**config.mk**
```make
export PLATFORM = sky130hd
export DESIGN_NAME = port_pins_with_change_detect
export DESIGN_NICKNAME = d
export VERILOG_FILES = /design/src/design/port_pins_pkg.sv /design/src/design/pin_edge_detect.sv /design/src/design/port_pins_with_change_detect.sv
export SDC_FILE = /design/constraint.sdc
export NUM_CORES = 1
export LEC_CHECK = 0
export BUFFER_PORTS_ARGS = -buffer_cell sky130_fd_sc_hd__buf_2
export CORE_UTILIZATION = 50
export DETAILED_ROUTE_END_ITERATION = 16
export PLACE_DENSITY = 0.8
export SLEW_MARGIN = 10
export SYNTH_ARGS = -nofsm -noshare
export SYNTH_HDL_FRONTEND = slang
export SYNTH_SLANG_ARGS = --single-unit
```
**constraint.sdc**
```tcl
create_clock -name ref_clk -period 1.8 [get_ports ref_clk]
set_input_delay 0.36 -clock ref_clk [delete_from_list [all_inputs] [get_ports ref_clk]]
set_output_delay 0.36 -clock ref_clk [all_outputs]
set_load 0.05 [all_outputs]
```
**src/design/port_pins_pkg.sv**
```systemverilog
// Constants for the four-pin port with change detection
package port_pins_pkg;
  localparam int ADDR_W = 4;
  localparam int DATA_W = 8;
  localparam int NPINS = 4;
  localparam int PIN3 = 3;
  // Register offsets
  localparam logic [3:0] OFF_LEVEL = 4'h0;
  localparam logic [3:0] OFF_DIR = 4'h1;
  localparam logic [3:0] OFF_PULLUP = 4'h2;
  localparam logic [3:0] OFF_THRESH = 4'h3;
  localparam logic [3:0] OFF_RISE_EN = 4'h4;
  localparam logic [3:0] OFF_FALL_EN = 4'h5;
  localparam logic [3:0] OFF_FLAG = 4'h6;
  localparam logic [3:0] OFF_CTRL = 4'h7;
  localparam logic [3:0] OFF_IRQ_MASK = 4'h8;
  // Control register fields
  localparam int CTRL_IRQ_EN_BIT = 0;
  localparam int CTRL_PULLUP_N_BIT = 1;
  localparam int CTRL_SUMMARY_BIT = 7;
  // Reset values
  localparam logic [3:0] DIR_RESET = 4'hF;
  localparam logic [3:0] PULLUP_RESET = 4'hF;
  localparam logic [3:0] THRESH_RESET = 4'hF;
  localparam logic [3:0] EDGE_EN_RESET = 4'h0;
  localparam logic [3:0] IRQ_MASK_RESET = 4'hF;
  localparam logic CTRL_IRQ_EN_RESET = 1'b0;
  localparam logic CTRL_PULLUP_N_RESET = 1'b1;
  // Implemented bits on the small package: pin 3 only
  localparam logic [3:0] SMALL_PKG_MASK = 4'h8;
  localparam logic [3:0] LARGE_PKG_MASK = 4'hF;
endpackage : port_pins_pkg

```
**src/design/pin_edge_detect.sv**
```systemverilog
// Two-flop pin synchroniser with rising and falling edge detection
`timescale 1ns/1ps
module pin_edge_detect
  import port_pins_pkg::*;
(
  // Clock and reset
  input wire logic ref_clk,
  input wire logic srst,
  // Thresholded pin levels from the pads
  input wire logic [NPINS-1:0] pin_st,
  input wire logic [NPINS-1:0] pin_ttl,
  input wire logic [NPINS-1:0] thresh_sel,
  // Sampled level and edges
  output logic [NPINS-1:0] level,
  output logic [NPINS-1:0] rise,
  output logic [NPINS-1:0] fall
);
  logic [NPINS-1:0] st_meta_reg;
  logic [NPINS-1:0] st_sync_reg;
  logic [NPINS-1:0] ttl_meta_reg;
  logic [NPINS-1:0] ttl_sync_reg;
  logic [NPINS-1:0] prev_reg;
  logic [2:0] warm_reg;
  wire [NPINS-1:0] pick;
  wire primed;

  // Both pad thresholds cross into the clock domain before any logic reads them
  always_ff @(posedge ref_clk)
  begin
    if (srst)
    begin
      st_meta_reg <= 4'h0;
      st_sync_reg <= 4'h0;
      ttl_meta_reg <= 4'h0;
      ttl_sync_reg <= 4'h0;
      prev_reg <= 4'h0;
      warm_reg <= 3'h0;
    end
    else
    begin
      st_meta_reg <= pin_st;
      st_sync_reg <= st_meta_reg;
      ttl_meta_reg <= pin_ttl;
      ttl_sync_reg <= ttl_meta_reg;
      prev_reg <= pick;
      warm_reg <= {warm_reg[1:0], 1'b1};
    end
  end

  // Select per pin after synchronising; a switch can itself cause a false edge
  assign pick = (thresh_sel & st_sync_reg) | (~thresh_sel & ttl_sync_reg);

  // No edges until prev_reg holds a real sample, so reset cannot fake one
  assign primed = warm_reg[2];
  assign level = pick;
  assign rise = {NPINS{primed}} & ~prev_reg & pick;
  assign fall = {NPINS{primed}} & prev_reg & ~pick;
endmodule : pin_edge_detect

```
**src/design/port_pins_with_change_detect.sv**
```systemverilog
// Four-pin port with pin muxing, pull-ups and change interrupt
//
// The implementer's own choices: the address-and-strobe port and the register offsets.
`timescale 1ns/1ps
module port_pins_with_change_detect
  import port_pins_pkg::*;
(
  // Clock and reset
  input wire logic ref_clk,
  input wire logic srst,
  // Static configuration
  input wire logic large_package,
  input wire logic master_clear_input_fuse_enable,
  // Register port
  input wire logic [ADDR_W-1:0] reg_addr,
  input wire logic [DATA_W-1:0] reg_wdata,
  input wire logic reg_wr,
  input wire logic reg_rd,
  output logic [DATA_W-1:0] reg_rdata,
  // Pad inputs at both thresholds
  input wire logic [NPINS-1:0] pin_st_in,
  input wire logic [NPINS-1:0] pin_ttl_in,
  // Pad drive for pins 2 to 0, pull-up for all four pins
  output logic [NPINS-2:0] pin_out,
  output logic [NPINS-2:0] pin_oe,
  output logic [NPINS-1:0] pin_pullup_on,
  // Peripheral outputs
  input wire logic capture_compare_unit3_en,
  input wire logic capture_compare_unit3_out,
  input wire logic switch_controller3_out_a_en,
  input wire logic switch_controller3_out_a,
  input wire logic switch_controller3_out_b_en,
  input wire logic switch_controller3_out_b,
  input wire logic [NPINS-2:0] port_latch,
  // Input functions and status
  output logic [NPINS-1:0] pin_level,
  output logic master_clear_req,
  output logic change_irq_summary_flag,
  output logic irq
);
  logic [2:0] dir_reg;
  logic [NPINS-1:0] pullup_reg;
  logic [NPINS-1:0] thresh_reg;
  logic [NPINS-1:0] rise_en_reg;
  logic [NPINS-1:0] fall_en_reg;
  logic [NPINS-1:0] flag_reg;
  logic [NPINS-1:0] flag_next;
  logic [NPINS-1:0] mask_reg;
  logic irq_en_reg;
  logic pullup_n_reg;
  logic [DATA_W-1:0] rdata_reg;
  logic irq_reg;
  logic master_clear_input_reg;
  logic [NPINS-1:0] level;
  logic [NPINS-1:0] rise;
  logic [NPINS-1:0] fall;
  logic [DATA_W-1:0] rd_mux;

  // Register map, one byte per offset, data in bits 3 to 0 except at 0x7:
  //   0x0 pin levels after the selected threshold, read only
  //   0x1 direction, one makes the pin an input; bit 3 is fixed at one
  //   0x2 weak pull-up enable per pin
  //   0x3 threshold select, one picks Schmitt, zero picks TTL
  //   0x4 rising edge enable per pin
  //   0x5 falling edge enable per pin
  //   0x6 change flags, writing zero clears, writing one leaves alone
  //   0x7 control: bit 0 master enable, bit 1 global pull-up enable
  //       (active low), bit 7 summary of all change flags, read only
  //   0x8 interrupt mask per pin, one lets the flag reach the interrupt
  // Any other offset reads zero and ignores writes.
  //
  // Timing seen from the pad:
  //   edges 1 and 2 carry a pad change through the synchroniser,
  //   edge 3 sets the change flag, edge 4 raises the interrupt,
  //   master clear follows pin 3 one edge after its level is seen.
  // The bus never waits: a write lands at its own strobe edge and a read
  // answer stands in reg_rdata for exactly the following cycle.
  //
  // Pad drive:
  //   pin_out, pin_oe and pin_pullup_on are registered, so the pad never
  //   sees a glitch from the select logic, at the cost of one cycle of lag.
  //   Pin 3 has no driver at all; it is sensed only.
  //   An enabled peripheral owns its pin even while the direction bit
  //   says input, which mirrors the fixed output priority of the port.
  //
  // Hazards a user must know:
  //   - Switching a threshold select can itself look like an edge, so the
  //     flag logic cannot tell it from a real pin change.
  //   - Software that clears flags should write back only the bits it has
  //     seen set; a new edge during the write is kept, never lost.
  //   - On the small package pins 2 to 0 do not exist: their direction
  //     reads one, pull-up reads zero and threshold reads one, and they
  //     never drive.
  //   - Edge detection is suppressed for three cycles after reset so the
  //     reset value of the sample history cannot be taken as an edge.
  //   - The summary flag is combinational from the flags, the interrupt
  //     is registered, so the interrupt trails the summary by one cycle.

  // Decode of a write to a given offset
  function automatic logic wr_hit(input logic [ADDR_W-1:0] a, input logic [ADDR_W-1:0] off,
                                  input logic wr);
    wr_hit = wr && (a == off);
  endfunction : wr_hit

  wire [NPINS-1:0] impl_mask = large_package ? LARGE_PKG_MASK : SMALL_PKG_MASK;
  wire [NPINS-1:0] wd = reg_wdata[NPINS-1:0];
  wire wr_dir = wr_hit(reg_addr, OFF_DIR, reg_wr);
  wire wr_pullup = wr_hit(reg_addr, OFF_PULLUP, reg_wr);
  wire wr_thresh = wr_hit(reg_addr, OFF_THRESH, reg_wr);
  wire wr_rise = wr_hit(reg_addr, OFF_RISE_EN, reg_wr);
  wire wr_fall = wr_hit(reg_addr, OFF_FALL_EN, reg_wr);
  wire wr_flag = wr_hit(reg_addr, OFF_FLAG, reg_wr);
  wire wr_ctrl = wr_hit(reg_addr, OFF_CTRL, reg_wr);
  wire wr_mask = wr_hit(reg_addr, OFF_IRQ_MASK, reg_wr);

  // Effective config: unimplemented direction and threshold bits behave as reset values, pull-up bits as zero
  wire [NPINS-1:0] thresh_eff = (thresh_reg & impl_mask) | (THRESH_RESET & ~impl_mask);
  wire [2:0] dir_eff = dir_reg | ~impl_mask[2:0];
  wire [NPINS-1:0] dir_full = {1'b1, dir_eff};
  wire [NPINS-1:0] pullup_eff = pullup_reg & impl_mask;

  pin_edge_detect u_edge (
    .ref_clk(ref_clk),
    .srst(srst),
    .pin_st(pin_st_in),
    .pin_ttl(pin_ttl_in),
    .thresh_sel(thresh_eff),
    .level(level),
    .rise(rise),
    .fall(fall)
  );

  // Enabled edges; both enables set catch either direction
  wire [NPINS-1:0] hit = (rise & rise_en_reg) | (fall & fall_en_reg);

  // Clear request per pin: a write of zero to the flag register
  wire [NPINS-1:0] clr_req = wr_flag ? ~wd : 4'h0;

  // One flag per pin; a new edge in the same cycle as its clear wins
  genvar p;
  generate
    for (p = 0; p < NPINS; p++)
    begin : g_flag
      assign flag_next[p] = (flag_reg[p] & ~clr_req[p]) | hit[p];
    end
  endgenerate

  // Peripheral enables and values, indexed by pin
  wire [2:0] periph_en = {switch_controller3_out_a_en, switch_controller3_out_b_en,
                          capture_compare_unit3_en};
  wire [2:0] periph_val = {switch_controller3_out_a, switch_controller3_out_b,
                           capture_compare_unit3_out};
  wire [2:0] drv;

  // One selector per driven pin, 2 to 0; an enabled peripheral beats the port latch
  genvar q;
  generate
    for (q = 0; q < NPINS - 1; q++)
    begin : g_drive_sel
      assign drv[q] = periph_en[q] ? periph_val[q] : port_latch[q];
    end
  endgenerate

  // Peripheral ownership overrides the direction bit
  wire [2:0] drive = (~dir_eff | periph_en) & impl_mask[2:0];
  wire [NPINS-1:0] out_full = {1'b0, drive};

  // Pull-up only with global enable low and pin not driving
  wire [NPINS-1:0] pu_next = pullup_eff & ~out_full & {NPINS{~pullup_n_reg}};

  wire summary = |flag_reg;
  wire [NPINS-1:0] pend = flag_reg & mask_reg;

  // Interrupt and master clear requests ahead of their output registers
  wire irq_next = irq_en_reg && (|pend);
  // Master clear is active low on pin 3
  wire master_clear_input_next = master_clear_input_fuse_enable && !level[PIN3];

  // Read mux; unmapped offsets read zero
  always_comb
  begin
    case (reg_addr)
      OFF_LEVEL: rd_mux = {4'h0, level};
      OFF_DIR: rd_mux = {4'h0, dir_full};
      OFF_PULLUP: rd_mux = {4'h0, pullup_eff};
      OFF_THRESH: rd_mux = {4'h0, thresh_eff};
      OFF_RISE_EN: rd_mux = {4'h0, rise_en_reg};
      OFF_FALL_EN: rd_mux = {4'h0, fall_en_reg};
      OFF_FLAG: rd_mux = {4'h0, flag_reg};
      OFF_CTRL: rd_mux = {summary, 5'h00, pullup_n_reg, irq_en_reg};
      OFF_IRQ_MASK: rd_mux = {4'h0, mask_reg};
      default: rd_mux = 8'h00;
    endcase
  end

  // Direction for pins 2 to 0; pin 3 has no storage and reads as one
  always_ff @(posedge ref_clk)
  begin
    if (srst)
      dir_reg <= DIR_RESET[2:0];
    else if (wr_dir)
      dir_reg <= wd[2:0];
  end

  // Pull-up enables; the pad sees them only through pu_next
  always_ff @(posedge ref_clk)
  begin
    if (srst)
      pullup_reg <= PULLUP_RESET;
    else if (wr_pullup)
      pullup_reg <= wd;
  end

  // Threshold selects; changing one may fake an edge on that pin
  always_ff @(posedge ref_clk)
  begin
    if (srst)
      thresh_reg <= THRESH_RESET;
    else if (wr_thresh)
      thresh_reg <= wd;
  end

  // Rising edge enables, kept apart from falling so both can be set
  always_ff @(posedge ref_clk)
  begin
    if (srst)
      rise_en_reg <= EDGE_EN_RESET;
    else if (wr_rise)
      rise_en_reg <= wd;
  end

  // Falling edge enables
  always_ff @(posedge ref_clk)
  begin
    if (srst)
      fall_en_reg <= EDGE_EN_RESET;
    else if (wr_fall)
      fall_en_reg <= wd;
  end

  // Interrupt mask; a masked flag still sets and still shows in the summary
  always_ff @(posedge ref_clk)
  begin
    if (srst)
      mask_reg <= IRQ_MASK_RESET;
    else if (wr_mask)
      mask_reg <= wd;
  end

  // Control bits; the summary bit is derived, never stored
  always_ff @(posedge ref_clk)
  begin
    if (srst)
    begin
      irq_en_reg <= CTRL_IRQ_EN_RESET;
      pullup_n_reg <= CTRL_PULLUP_N_RESET;
    end
    else if (wr_ctrl)
    begin
      irq_en_reg <= reg_wdata[CTRL_IRQ_EN_BIT];
      pullup_n_reg <= reg_wdata[CTRL_PULLUP_N_BIT];
    end
  end

  // Flags, interrupt, read data and registered pin controls
  always_ff @(posedge ref_clk)
  begin
    if (srst)
    begin
      flag_reg <= 4'h0;
      irq_reg <= 1'b0;
      rdata_reg <= 8'h00;
      pin_out <= 3'h0;
      pin_oe <= 3'h0;
      pin_pullup_on <= 4'h0;
      master_clear_input_reg <= 1'b0;
    end
    else
    begin
      flag_reg <= flag_next;
      irq_reg <= irq_next;
      rdata_reg <= reg_rd ? rd_mux : 8'h00;
      pin_out <= drv;
      pin_oe <= drive;
      pin_pullup_on <= pu_next;
      master_clear_input_reg <= master_clear_input_next;
    end
  end

  assign reg_rdata = rdata_reg;
  assign pin_level = level;
  assign master_clear_req = master_clear_input_reg;
  assign change_irq_summary_flag = summary;
  assign irq = irq_reg;
endmodule : port_pins_with_change_detect

```
After elaboration in Yosys (flattened, before gate mapping)
Cells that the tools add are included.
Cells by class
  bitwise logic cells: 41
  equality and inequality tests: 8
  mux-type cells: 7
  reductions and logical operators: 15
Operators with widths (count)
  8-bit one-hot mux with 9 select lines: 1
  4-bit bitwise AND: 13
  4-bit inverter: 5
  4-bit by 3-bit == test with 1-bit output, second input constant: 4
  4-bit bitwise OR: 3
  1-bit logical AND: 10
  4-bit by 2-bit == test with 1-bit output, second input constant: 2
  4-bit OR reduction: 2
  1-bit inverter: 6
  3-bit inverter: 2
  3-bit bitwise OR: 2
  1-bit bitwise AND: 4
  4-bit by 1-bit == test with 1-bit output, second input constant: 1
  4-bit == test, second input constant: 1
  4-bit zero test: 1
  1-bit 2-to-1 mux: 4
  4-bit 2-to-1 mux: 1
  3-bit inverter with 4-bit output: 1
  1-bit bitwise OR: 4
  3-bit bitwise AND: 1
  3-bit 2-to-1 mux: 1
  2-bit OR reduction: 1
  1-bit zero test: 1
Word-level totals
  output and inout bits: 25
  register bits after elaboration: 72

Longest topological paths before layout
Gate-level depths: netlist of the first run.
  depth after elaboration: 11
  mapped depth: 7

By module
Synthesis of the first run repeated with hierarchy kept, for this count alone.
Second synthesis, totals
  cell total of the unflattened synthesis: 283
  area, all modules: 2771.4 um^2
By module, submodules not included
  port_pins_with_change_detect: times used 1, cells each 219, seq. area each 920.9 um^2, area an instance 2059.5 um^2
  pin_edge_detect: times used 1, cells each 64, seq. area each 460.4 um^2, area an instance 711.9 um^2

Least setup slack after synthesis of the first run
No wires, ideal clock.
  path type: input to register
  start point: input port reg_addr[3]
  end point: register thresh_reg[2]
  path buffers: 1
  arrival time: 1345 ps
  stages: 6
  path slack: 327 ps
  cell sequence: buf_2 -> nor2_1 -> nand2_1 -> nor2_2 -> mux2i_1 -> nand2_1
On the way
  longest elaborated chain between the ends: 2
Ends and longest elaborated chain
  start: declaration: line port_pins_with_change_detect.sv:15  | input wire logic [ADDR_W-1:0] reg_addr,
  4-bit by 2-bit == test with 1-bit output: line port_pins_with_change_detect.sv:102  | wr_hit = wr && (a == off);
  1-bit logical AND: line port_pins_with_change_detect.sv:102
  end signal: assignment: line port_pins_with_change_detect.sv:220  | thresh_reg <= wd;
  end: declaration: line port_pins_with_change_detect.sv:43  | logic [NPINS-1:0] thresh_reg;
Every way passes these cells.
A chain may end at the register's enable or synchronous reset.

Final worst setup path of the first run
  start point: register flag_reg[3]
  end point: output port change_irq_summary_flag
On the way
  longest elaborated chain between the ends: 1
Ends and longest elaborated chain
  start: declaration: line port_pins_with_change_detect.sv:46  | logic [NPINS-1:0] flag_reg;
  start signal: assignment: line port_pins_with_change_detect.sv:280  | flag_reg <= flag_next;
  4-bit OR reduction: line port_pins_with_change_detect.sv:171  | wire summary = |flag_reg;
  end: declaration: line port_pins_with_change_detect.sv:38  | output logic change_irq_summary_flag,
Every way passes these cells.

==> results of run 1 <==
[power by group]
group	leakage, nW	switching (mW)	total (mW)	internal, mW
registers	0.563	0.0159	1.58	1.57
logic	0.827	0.194	0.300	0.107
clock network	0.121	0.563	1.52	0.957
[worst max-delay path: cells and delay by family, from the launching register on]
kind	cells	cell delay, ns
flip-flops	1	0.34
AND/OR/NAND/NOR	1	0.55
buffers and inverters	1	0.17
[stage by stage]
step	setup WS, ns	cells	hold WS (ns)
after CTS	0.0166	416	0.212
after floorplan	0.327	284	0.414
final	0.0366	416	0.223
after global routing	0.00162	416	0.229
after detailed placement	0.146	400	0.422
after global placement	0.149	400	0.416
[logic make-up after synthesis]
kind of cell / Yosys count / share of synthesized area, %
muxes: 34 / 13.5
DFF: 69 / 50.7
buffers and inverters: 25 / 4.87
AOI/OAI and AO/OA: 33 / 7.22
other: 1 / 0.138
and+or+nand+nor: 120 / 23.5
[worst max-delay path by stage]
stage / end / slack (ns) / cells after the start / start
3_3_place_gp: reg_rdata[2] / 0.15 / 6 / reg_addr[0]
4_1_cts: pin_level[2] / 0.02 / 4 / thresh_reg[2]
3_5_place_dp: reg_rdata[0] / 0.15 / 7 / large_package
6_report: change_irq_summary_flag / 0.04 / 2 / flag_reg[3]
5_1_grt: pin_level[1] / 0.002 / 4 / thresh_reg[1]
2_1_floorplan: thresh_reg[2] / 0.33 / 6 / reg_addr[3]
[layout make-up]
type / instances / share of cell area, %
multi-input combinational: 190 / 36.7
timing repair buffer: 65 / 11.4
tap: 70 / 2.62
clock buffer: 12 / 4.34
clock inverter: 4 / 2.85
sequential: 69 / 41.4
inverter: 6 / 0.674
[what timing repair did]
action | in CTS | in global routing
endpoints found under the setup margin | 1 | 2
gates resized for setup | 3 | 7
gates cloned | 0 | 0
[per-layer routing]
metal	part of all wire, %	routed length (um)	track usage (%)	up-vias
li1	-	-	-	1074
met2	46	2700	34.3	87
met3	6.7	391	5.82	15
met5	0	0	0	-
met4	3.0	174	15.0	0
met1	44	2580	27.8	969
[placed cells by master, fill, tap and decap left out, drive strengths merged, types with 2 or more instances in the layout]
cell type,n
dfxtp,69
buf,65
mux2i,30
nand2,27
nor2,26
nor2b,24
o21ai,14
nand3,13
clkbuf,12
and3,10
a21oi,8
inv,6
nor3b,5
nand2b,4
nor3,4
nand3b,3
conb,3
bufinv,3
mux2,2
a32oi,2
o31ai,2
mux4,2
a31oi,2
a22oi,2
nor4b,2
==> out/results.ini, run 1 <==
[worst_hold_path]
holdCritStartpoint = pin_st_in[3]
min_to = u_edge.st_meta_reg[3]
hold_depth = 2
min_path_type = input pin to flop

[critical_path]
cp-end-kind = output port
cp.required_ns = 1.44
rrSetupSlack_ns = 0.30
max_stage_delay_ns = 0.55
cp.arrival_ns = 1.40
path_cells = or4_4 -> buf_6
crit_fanout = 4
r2r-end = reg_rdata[0]
worstRegToRegCells = 6
cp-start-kind = flop
critPathKind = flop to output port
timing.rr.start = thresh_reg[0]
cp_slowest_cell = or4_4

[placed_design]
port_buffers = 52
placed_area_mm2 = 0.00308
place.gp.congestion = 0.919
dp_hpwl_mm = 4.14

[route]
drc_errors = 0
detail_route.iter0.violations = 195
drt_wl_total_mm = 5.84
via_count = 2145
viasPerCell = 5.16
postRouteAntennaNets = 0
first_pass_iters = 4
route.detailed.wl_per_inst_um = 14.0

[timing]
period_minus_slack_ns = 1.76
rsz0062_at_grt = false
fin_crit_sh_pct = 98.0
finalSetupTns_ns = 0
maxSlewViolCount = 0
worst_clock_skew_ns = 0.00808
setup_violations = 0
fmax_mhz = 567
hold_viol = 0

[die]
fp.coreArea_mm2 = 0.00517
die_area_mm2 = 0.00574
io_pins = 60
rows = 26
die_y_um = 75.8
die_x_um = 75.8
start_util_pct = 52.6

[synth]
yosysMostFrequentCell = dfxtp_1
synth_area_mm2 = 0.00272
ys_types = 36
ys_async_sr_fraction_pct = 0
synth_area_leader_cell = dfxtp_1
synth_edf_count = 0
ys_top_cells_by_area = dfxtp_1, mux2i_1, nor2b_1
yosys-top-cells-count = dfxtp_1, mux2i_1, nand2_1
yosysWarnings = 0
yosys_most_used_dff = dfxtp_1
yosysSeqAreaShare_pct = 50.7
synth.top_cell.area_share_pct = 50.7
synth.avg_cell_area_um2 = 9.65
synth_cells = 282
ys_seq_elements = 69

[global_route]
overflow = 0
grt_max_degree = 40
grt_pass1_vias = 1915
grt_pass1_wl_mm = 9.13
track_usage_pct = 22.4
antenna_found_initial = 0

[outcome]
status = complete, no violations

[layout]
num-fill-cells = 421
largest_reg_flops = 5
seq_area_mm2 = 0.00138
multiInputGateArea_mm2 = 0.00123
final_layout_size_suffix_gt1_share_pct = 26.3
post-route-util_pct = 64.6
nNetsFinal = 376
fin_area_mm2 = 0.00334
area_delta_synth_final_pct = 22.7
num_antenna_cells = 0

[power_and_ir_drop]
ir_drop_mv = 0.623
pwr_density_cell_mw_per_mm2 = 1020
power_leakage_nw = 1.51
total_power_mw = 3.40

[cts]
clk_latency_ns = 0.35
post-cts-setup-buffers = 0
cts_made_buffers = 9
htreeDepth = 3
clk_pin_slew_ns = 0.07
cts_buffer_depth = 2
cts.sinks = 69
cts_root_buf = clkbuf_8
cts_hold_buf = 0
cts_tree = built

[run]
maxCapViolCount = 0

(Power assumes the default switching activity.)
==> inputs of run 2 (changes only) <==
CELL_PAD_IN_SITES_DETAIL_PLACEMENT = 0   (was default)
CELL_PAD_IN_SITES_GLOBAL_PLACEMENT = 1   (was default)
CORE_UTILIZATION = 41   (was 50)
PLACE_DENSITY = 0.85   (was 0.8)
SYNTH_HIERARCHICAL = 1   (was default)
==> out/results.ini, run 2 <==
[synth]
ys_top_cells_by_area = dfxtp_1, mux2i_1, nor2b_1
synth_edf_count = 0  ; unchanged
synth.avg_cell_area_um2 = 9.79  ; +1.4%
yosys_most_used_dff = dfxtp_1
synth_area_mm2 = 0.00277  ; +1.8%
yosys-top-cells-count = dfxtp_1, nor2_1, nor2b_1
ys_seq_elements = 69  ; unchanged
yosysSeqAreaShare_pct = 49.8  ; -0.89 points
yosysMostFrequentCell = dfxtp_1
yosysWarnings = 6  ; +6
ys_async_sr_fraction_pct = 0  ; unchanged
synth.top_cell.area_share_pct = 49.8  ; -0.89 points
ys_types = 44  ; +22%
synth_area_leader_cell = dfxtp_1
synth_cells = 283  ; +0.35%

[worst_hold_path]
hold_depth = 2  ; unchanged
min_to = u_edge/st_meta_reg[1]
holdCritStartpoint = pin_st_in[1]
min_path_type = input pin to flop

[timing]
setup_violations = 0  ; unchanged
fin_crit_sh_pct = 98.8  ; +0.88 points
rsz0062_at_grt = true
fmax_mhz = 562  ; -0.89%
hold_ws_ns = 0.218  ; -0.00544 ns
maxSlewViolCount = 0  ; unchanged
period_minus_slack_ns = 1.78  ; +0.0158 ns
hold_viol = 0  ; unchanged
worst_clock_skew_ns = 0.00707  ; -0.00101 ns

[global_route]
antenna_found_initial = 0  ; unchanged
grt_pass1_vias = 2030  ; +6.0%
overflow = 0  ; unchanged
grt_pass1_wl_mm = 9.76  ; +7.0%
grt_max_degree = 48  ; +20%
track_usage_pct = 17.9  ; -4.5 points

[die]
start_util_pct = 43.2  ; -9.5 points
rows = 29  ; +12%
die_area_mm2 = 0.00709  ; +23%
die_x_um = 84.2  ; +11%
io_pins = 60  ; unchanged
die_y_um = 84.2  ; +11%
fp.coreArea_mm2 = 0.00642  ; +24%

[critical_path]
rrSetupSlack_ns = 0.21  ; -0.09 ns
worstRegToRegCells = 6  ; unchanged
critPathKind = flop to output port
cp.required_ns = 1.44  ; about the same
cp.arrival_ns = 1.42  ; +0.02 ns
r2r-end = reg_rdata[3]
cp-end-kind = output port
crit_fanout = 4  ; unchanged
timing.rr.start = thresh_reg[3]
cp-start-kind = flop

[layout]
num_antenna_cells = 0  ; unchanged
layout_commonest_cell = dfxtp_1
area_delta_synth_final_pct = 20.8
num-fill-cells = 610  ; +45%
largest_reg_flops = 5  ; unchanged
most-common-layout-cells = dfxtp_1, buf_2, nor2_1, nor2b_1, mux2i_1
nNetsFinal = 376  ; unchanged
fin_area_mm2 = 0.00335  ; +0.15%
final_layout_size_suffix_gt1_share_pct = 27.2  ; +0.87 points

[route]
drt_wl_total_mm = 5.74  ; -1.8%
first_pass_iters = 10  ; +6
via_count = 2145  ; unchanged
drc_errors = 10  ; +10
postRouteAntennaNets = 0  ; unchanged
viasPerCell = 5.07  ; -1.7%
detail_route.iter0.violations = 146  ; -25%
route.detailed.wl_per_inst_um = 13.6  ; -3.5%

[cts]
cts_root_buf = clkbuf_8
cts_hold_buf = 0  ; unchanged
htreeDepth = 3  ; unchanged
cts_made_buffers = 9  ; unchanged
clk_pin_slew_ns = 0.07  ; about the same
clk_latency_ns = 0.34  ; about the same
cts.sinks = 69  ; unchanged
cts_buffer_depth = 2  ; unchanged
cts_tree = built

[power_and_ir_drop]
ir_drop_mv = 0.908  ; +46%
pwr_density_cell_mw_per_mm2 = 948  ; -6.9%
power_leakage_nw = 1.54  ; +1.9%

[run]
maxCapViolCount = 0  ; unchanged

[outcome]
failed_checks = DRC
status = finished, violations left

[placed_design]
port_buffers = 52  ; unchanged
place.gp.congestion = 0.855  ; -7.0%
placed_area_mm2 = 0.00311  ; +1.1%
dp_hpwl_mm = 4.09  ; -1.2%

## run 2: repair_timing
| action | 4_1_cts | 5_1_grt |
|---|---|---|
| buffers inserted | 0 | 0 |
| gates resized for setup | 4 | 7 |
| endpoints found under the setup margin | 1 | 5 |
| pin swaps | 0 | 0 |
## run 2: metrics by stage
| step | setup TNS [ns] | power [mW] | std cells | worst slack (ns) | utilization (%) |
|---|---|---|---|---|---|
| after global routing | -0.0943 | 3.31 | 423 | -0.0397 | 52.1 |
| after CTS | 0 | 3.21 | 423 | 0.00374 | 51.9 |
| after detailed placement | 0 | 1.92 | 407 | 0.170 | 48.4 |
| after global placement | 0 | 1.91 | 407 | 0.184 | 48.4 |
| final | 0 | 3.17 | 423 | 0.0208 | 52.1 |
| after floorplan | 0 | 1.82 | 285 | 0.0800 | - |
## run 2: cells by family after synthesis
kind of cell / Yosys count / share of synthesized area, %
compound gates: 46 / 11.7
buf+inv: 27 / 4.83
flops: 69 / 49.8
mux: 26 / 9.44
other cells: 1 / 0.135
simple gates: 114 / 24.1
## run 2: power breakdown
part / total (mW) / switching (mW) / internal (mW)
clock network: 1.29 / 0.575 / 0.714
logic: 0.299 / 0.191 / 0.108
registers: 1.58 / 0.0154 / 1.57
total: 3.17 / 0.781 / 2.39
## run 2: critical path, stage by stage (launching register included)
cell and delay (ns):
dfxtp_2 0.35, or4_4 0.56, buf_6 0.17
## run 2: per-layer routing
metal,GRT usage (%),part of all wire [%],vias to the layer above
met3,5.31,6.3,13
met1,22.3,45,966
met4,9.09,2.4,0
li1,-,-,1093
met2,28.3,46,73
met5,0,0,-
## run 2: worst max-delay path by stage
| stage | cells after the start | endpoint | slack (ns) | from |
|---|---|---|---|---|
| 5_1_grt | 4 | pin_level[1] | -0.04 | thresh_reg[1] |
| 4_1_cts | 2 | change_irq_summary_flag | 0.004 | flag_reg[3] |
| 2_1_floorplan | 6 | reg_rdata[3] | 0.08 | thresh_reg[3] |
| 3_3_place_gp | 5 | reg_rdata[7] | 0.18 | reg_addr[1] |
| 3_5_place_dp | 5 | reg_rdata[7] | 0.17 | reg_addr[1] |
| 6_report | 2 | change_irq_summary_flag | 0.02 | flag_reg[3] |
## run 2: final cells by class
type                       instances  area (um^2)  share of cell area, %
clock buffer                      11          151                   4.52
clock inverter                     5         58.8                   1.76
inverter                          11         41.3                   1.23
multi-input combinational        189         1280                   38.2
sequential                        69         1380                   41.3
tap                               77         96.3                   2.88
timing repair buffer              61          339                   10.1
==> inputs of run 3 (changes only) <==
ABC_AREA = 1   (was default)
CORE_UTILIZATION = 39   (was 41)
==> out/results.ini, run 3 <==
[cts]
clk_pin_slew_ns = 0.08  ; about the same
cts_buffer_depth = 2  ; unchanged
cts_root_buf = clkbuf_8
cts_tree = built
clk_latency_ns = 0.35  ; about the same
htreeDepth = 3  ; unchanged
post-cts-setup-buffers = 0  ; unchanged
cts.sinks = 69  ; unchanged
cts_made_buffers = 9  ; unchanged

[layout]
layout_commonest_cell = nand2_1
post-route-util_pct = 48.5  ; -3.6 points
final_layout_size_suffix_gt1_share_pct = 27.0  ; -0.13 points
largest_reg_flops = 5  ; unchanged
nNetsFinal = 496  ; +32%
area_delta_synth_final_pct = 18.8
num_antenna_cells = 0  ; unchanged
most-common-layout-cells = nand2_1, dfxtp_1, inv_1, buf_2, nor2_1

[synth]
ys_top_cells_by_area = dfxtp_1, nand2_1, inv_1
ys_types = 30  ; -32%
synth_area_leader_cell = dfxtp_1
yosys_most_used_dff = dfxtp_1
synth_cells = 404  ; +43%
yosysMostFrequentCell = nand2_1
yosys-top-cells-count = nand2_1, dfxtp_1, inv_1
synth.top_cell.area_share_pct = 45.9  ; -4.0 points
synth_edf_count = 0  ; unchanged
yosysWarnings = 6  ; unchanged
yosysSeqAreaShare_pct = 45.9  ; -4.0 points
synth.avg_cell_area_um2 = 7.45  ; -24%
ys_async_sr_fraction_pct = 0  ; unchanged
synth_area_mm2 = 0.00301  ; +8.7%
ys_seq_elements = 69  ; unchanged

[timing]
finalSetupTns_ns = 0  ; unchanged
relSlewSlack_pct = 53.3
fin_crit_sh_pct = 96.0  ; -2.9 points
hold_viol = 0  ; unchanged
fin_ws_ns = 0.0726  ; +0.0518 ns
setup_violations = 0  ; unchanged
worst_clock_skew_ns = 0.00969  ; +0.00262 ns
period_minus_slack_ns = 1.73  ; -0.0518 ns
rsz0062_at_grt = false
fmax_mhz = 579  ; +3.0%
tightest_slew_ns = 0.697
maxSlewViolCount = 0  ; unchanged

[outcome]
status = complete, no violations

[global_route]
grt_pass1_vias = 2464  ; +21%
antenna_found_initial = 0  ; unchanged
grt_max_degree = 23  ; -52%
overflow = 0  ; unchanged
track_usage_pct = 18.0  ; +0.11 points
grt_pass1_wl_mm = 11.5  ; +18%

[route]
viasPerCell = 4.69  ; -7.5%
postRouteAntennaNets = 0  ; unchanged
drc_errors = 0  ; -10
route.detailed.wl_per_inst_um = 12.3  ; -9.4%
via_count = 2649  ; +23%
first_pass_iters = 4  ; -6
drt_wl_total_mm = 6.94  ; +21%
detail_route.iter0.violations = 117  ; -20%

[critical_path]
crit_fanout = 4  ; unchanged
cp.arrival_ns = 1.37  ; -0.05 ns
cp-end-kind = output port
cp-start-kind = flop
cp.required_ns = 1.44  ; about the same
critPathKind = flop to output port

[die]
die_area_mm2 = 0.00808  ; +14%
start_util_pct = 40.9  ; -2.3 points
fp.coreArea_mm2 = 0.00737  ; +15%
die_y_um = 89.9  ; +6.7%
rows = 31  ; +6.9%
die_x_um = 89.9  ; +6.7%
io_pins = 60  ; unchanged

[power_and_ir_drop]
pwr_density_cell_mw_per_mm2 = 857  ; -9.6%
power_leakage_nw = 1.69  ; +9.6%
ir_drop_mv = 0.458  ; -50%

[placed_design]
place_ws_ns = 0.124  ; -0.0457 ns
port_buffers = 52  ; unchanged
dp_hpwl_mm = 5.18  ; +27%
place.gp.congestion = 0.873  ; +2.1%

[worst_hold_path]
min_path_type = input pin to flop

[run]
maxCapViolCount = 0  ; unchanged

[run 3: cell types whose count changed in the layout (fill, tap and decap cells not counted), moves of 11 or more]
cell     change
a21oi_1     +15
mux2i_1     -23
nor2b_1     -27
inv_1       +52
nor2_2      +21
nand3_1     +29
nand2_1     +59
inv_2       +12
and3_1      -11
[run 3: what timing repair did]
item	in CTS	in global routing
resized for setup	2	7
endpoints found under the setup margin	2	3
hold buffers	0	0
[run 3: final timing paths]
kind | start | endpoint | slack [ns] | depth (start not counted)
worst max-delay path | thresh_reg[1] | pin_level[1] | 0.07 | 5
worst min-delay path | pin_st_in[1] | u_edge/st_meta_reg[1] | 0.20 | 3
worst max register to register | thresh_reg[1] | flag_reg[1] | 0.41 | 8
worst min register to register | u_edge/warm_reg[1] | u_edge/warm_reg[2] | 0.41 | 2
[run 3: layout make-up]
type | count | area (um^2)
fillers | 755 | 3790
inverters | 77 | 289
multi-input cells | 247 | 1270
flip-flops and latches | 69 | 1380
clock buffers | 9 | 124
repair buffers | 57 | 333
well taps | 99 | 124
clock inverters | 7 | 52.6
[run 3: critical path, cell delays in order (launching register included)]
cell and delay [ns]:
dfxtp_1 0.31, or2_2 0.34, inv_2 0.07, nand2_1 0.05
nand2_2 0.09, buf_6 0.16
[run 3: per-layer routing]
metal  routed length (um)  track usage (%)  up-vias
li1                     -                -     1371
met1                 3310             22.9     1190
met2                 3090             29.0       74
met3                  384             4.82       14
met4                  163             7.39        0
met5                    0                0        -
[run 3: metrics by stage]
stage	total power, mW	std cells	hold slack, ns	area [um^2]
CTS	3.11	565	0.191	3560
finish	3.06	565	0.203	3580
detailed placement	1.98	549	0.401	3380
floorplan	1.87	406	0.388	3020
global route	3.20	565	0.205	3580
global placement	1.97	549	0.391	3380
[run 3: power by group]
group,switching (mW),internal (mW),leakage [nW]
combinational,0.253,0.105,1.05
sequential,0.0192,1.57,0.564
clock,0.615,0.500,0.0774
[run 3: cells by family after synthesis]
family / Yosys count / share of synthesized area (%)
compound gates: 52 / 10.6
simple gates: 192 / 31.0
flops: 69 / 45.9
buf+inv: 90 / 12.3
other cells: 1 / 0.125
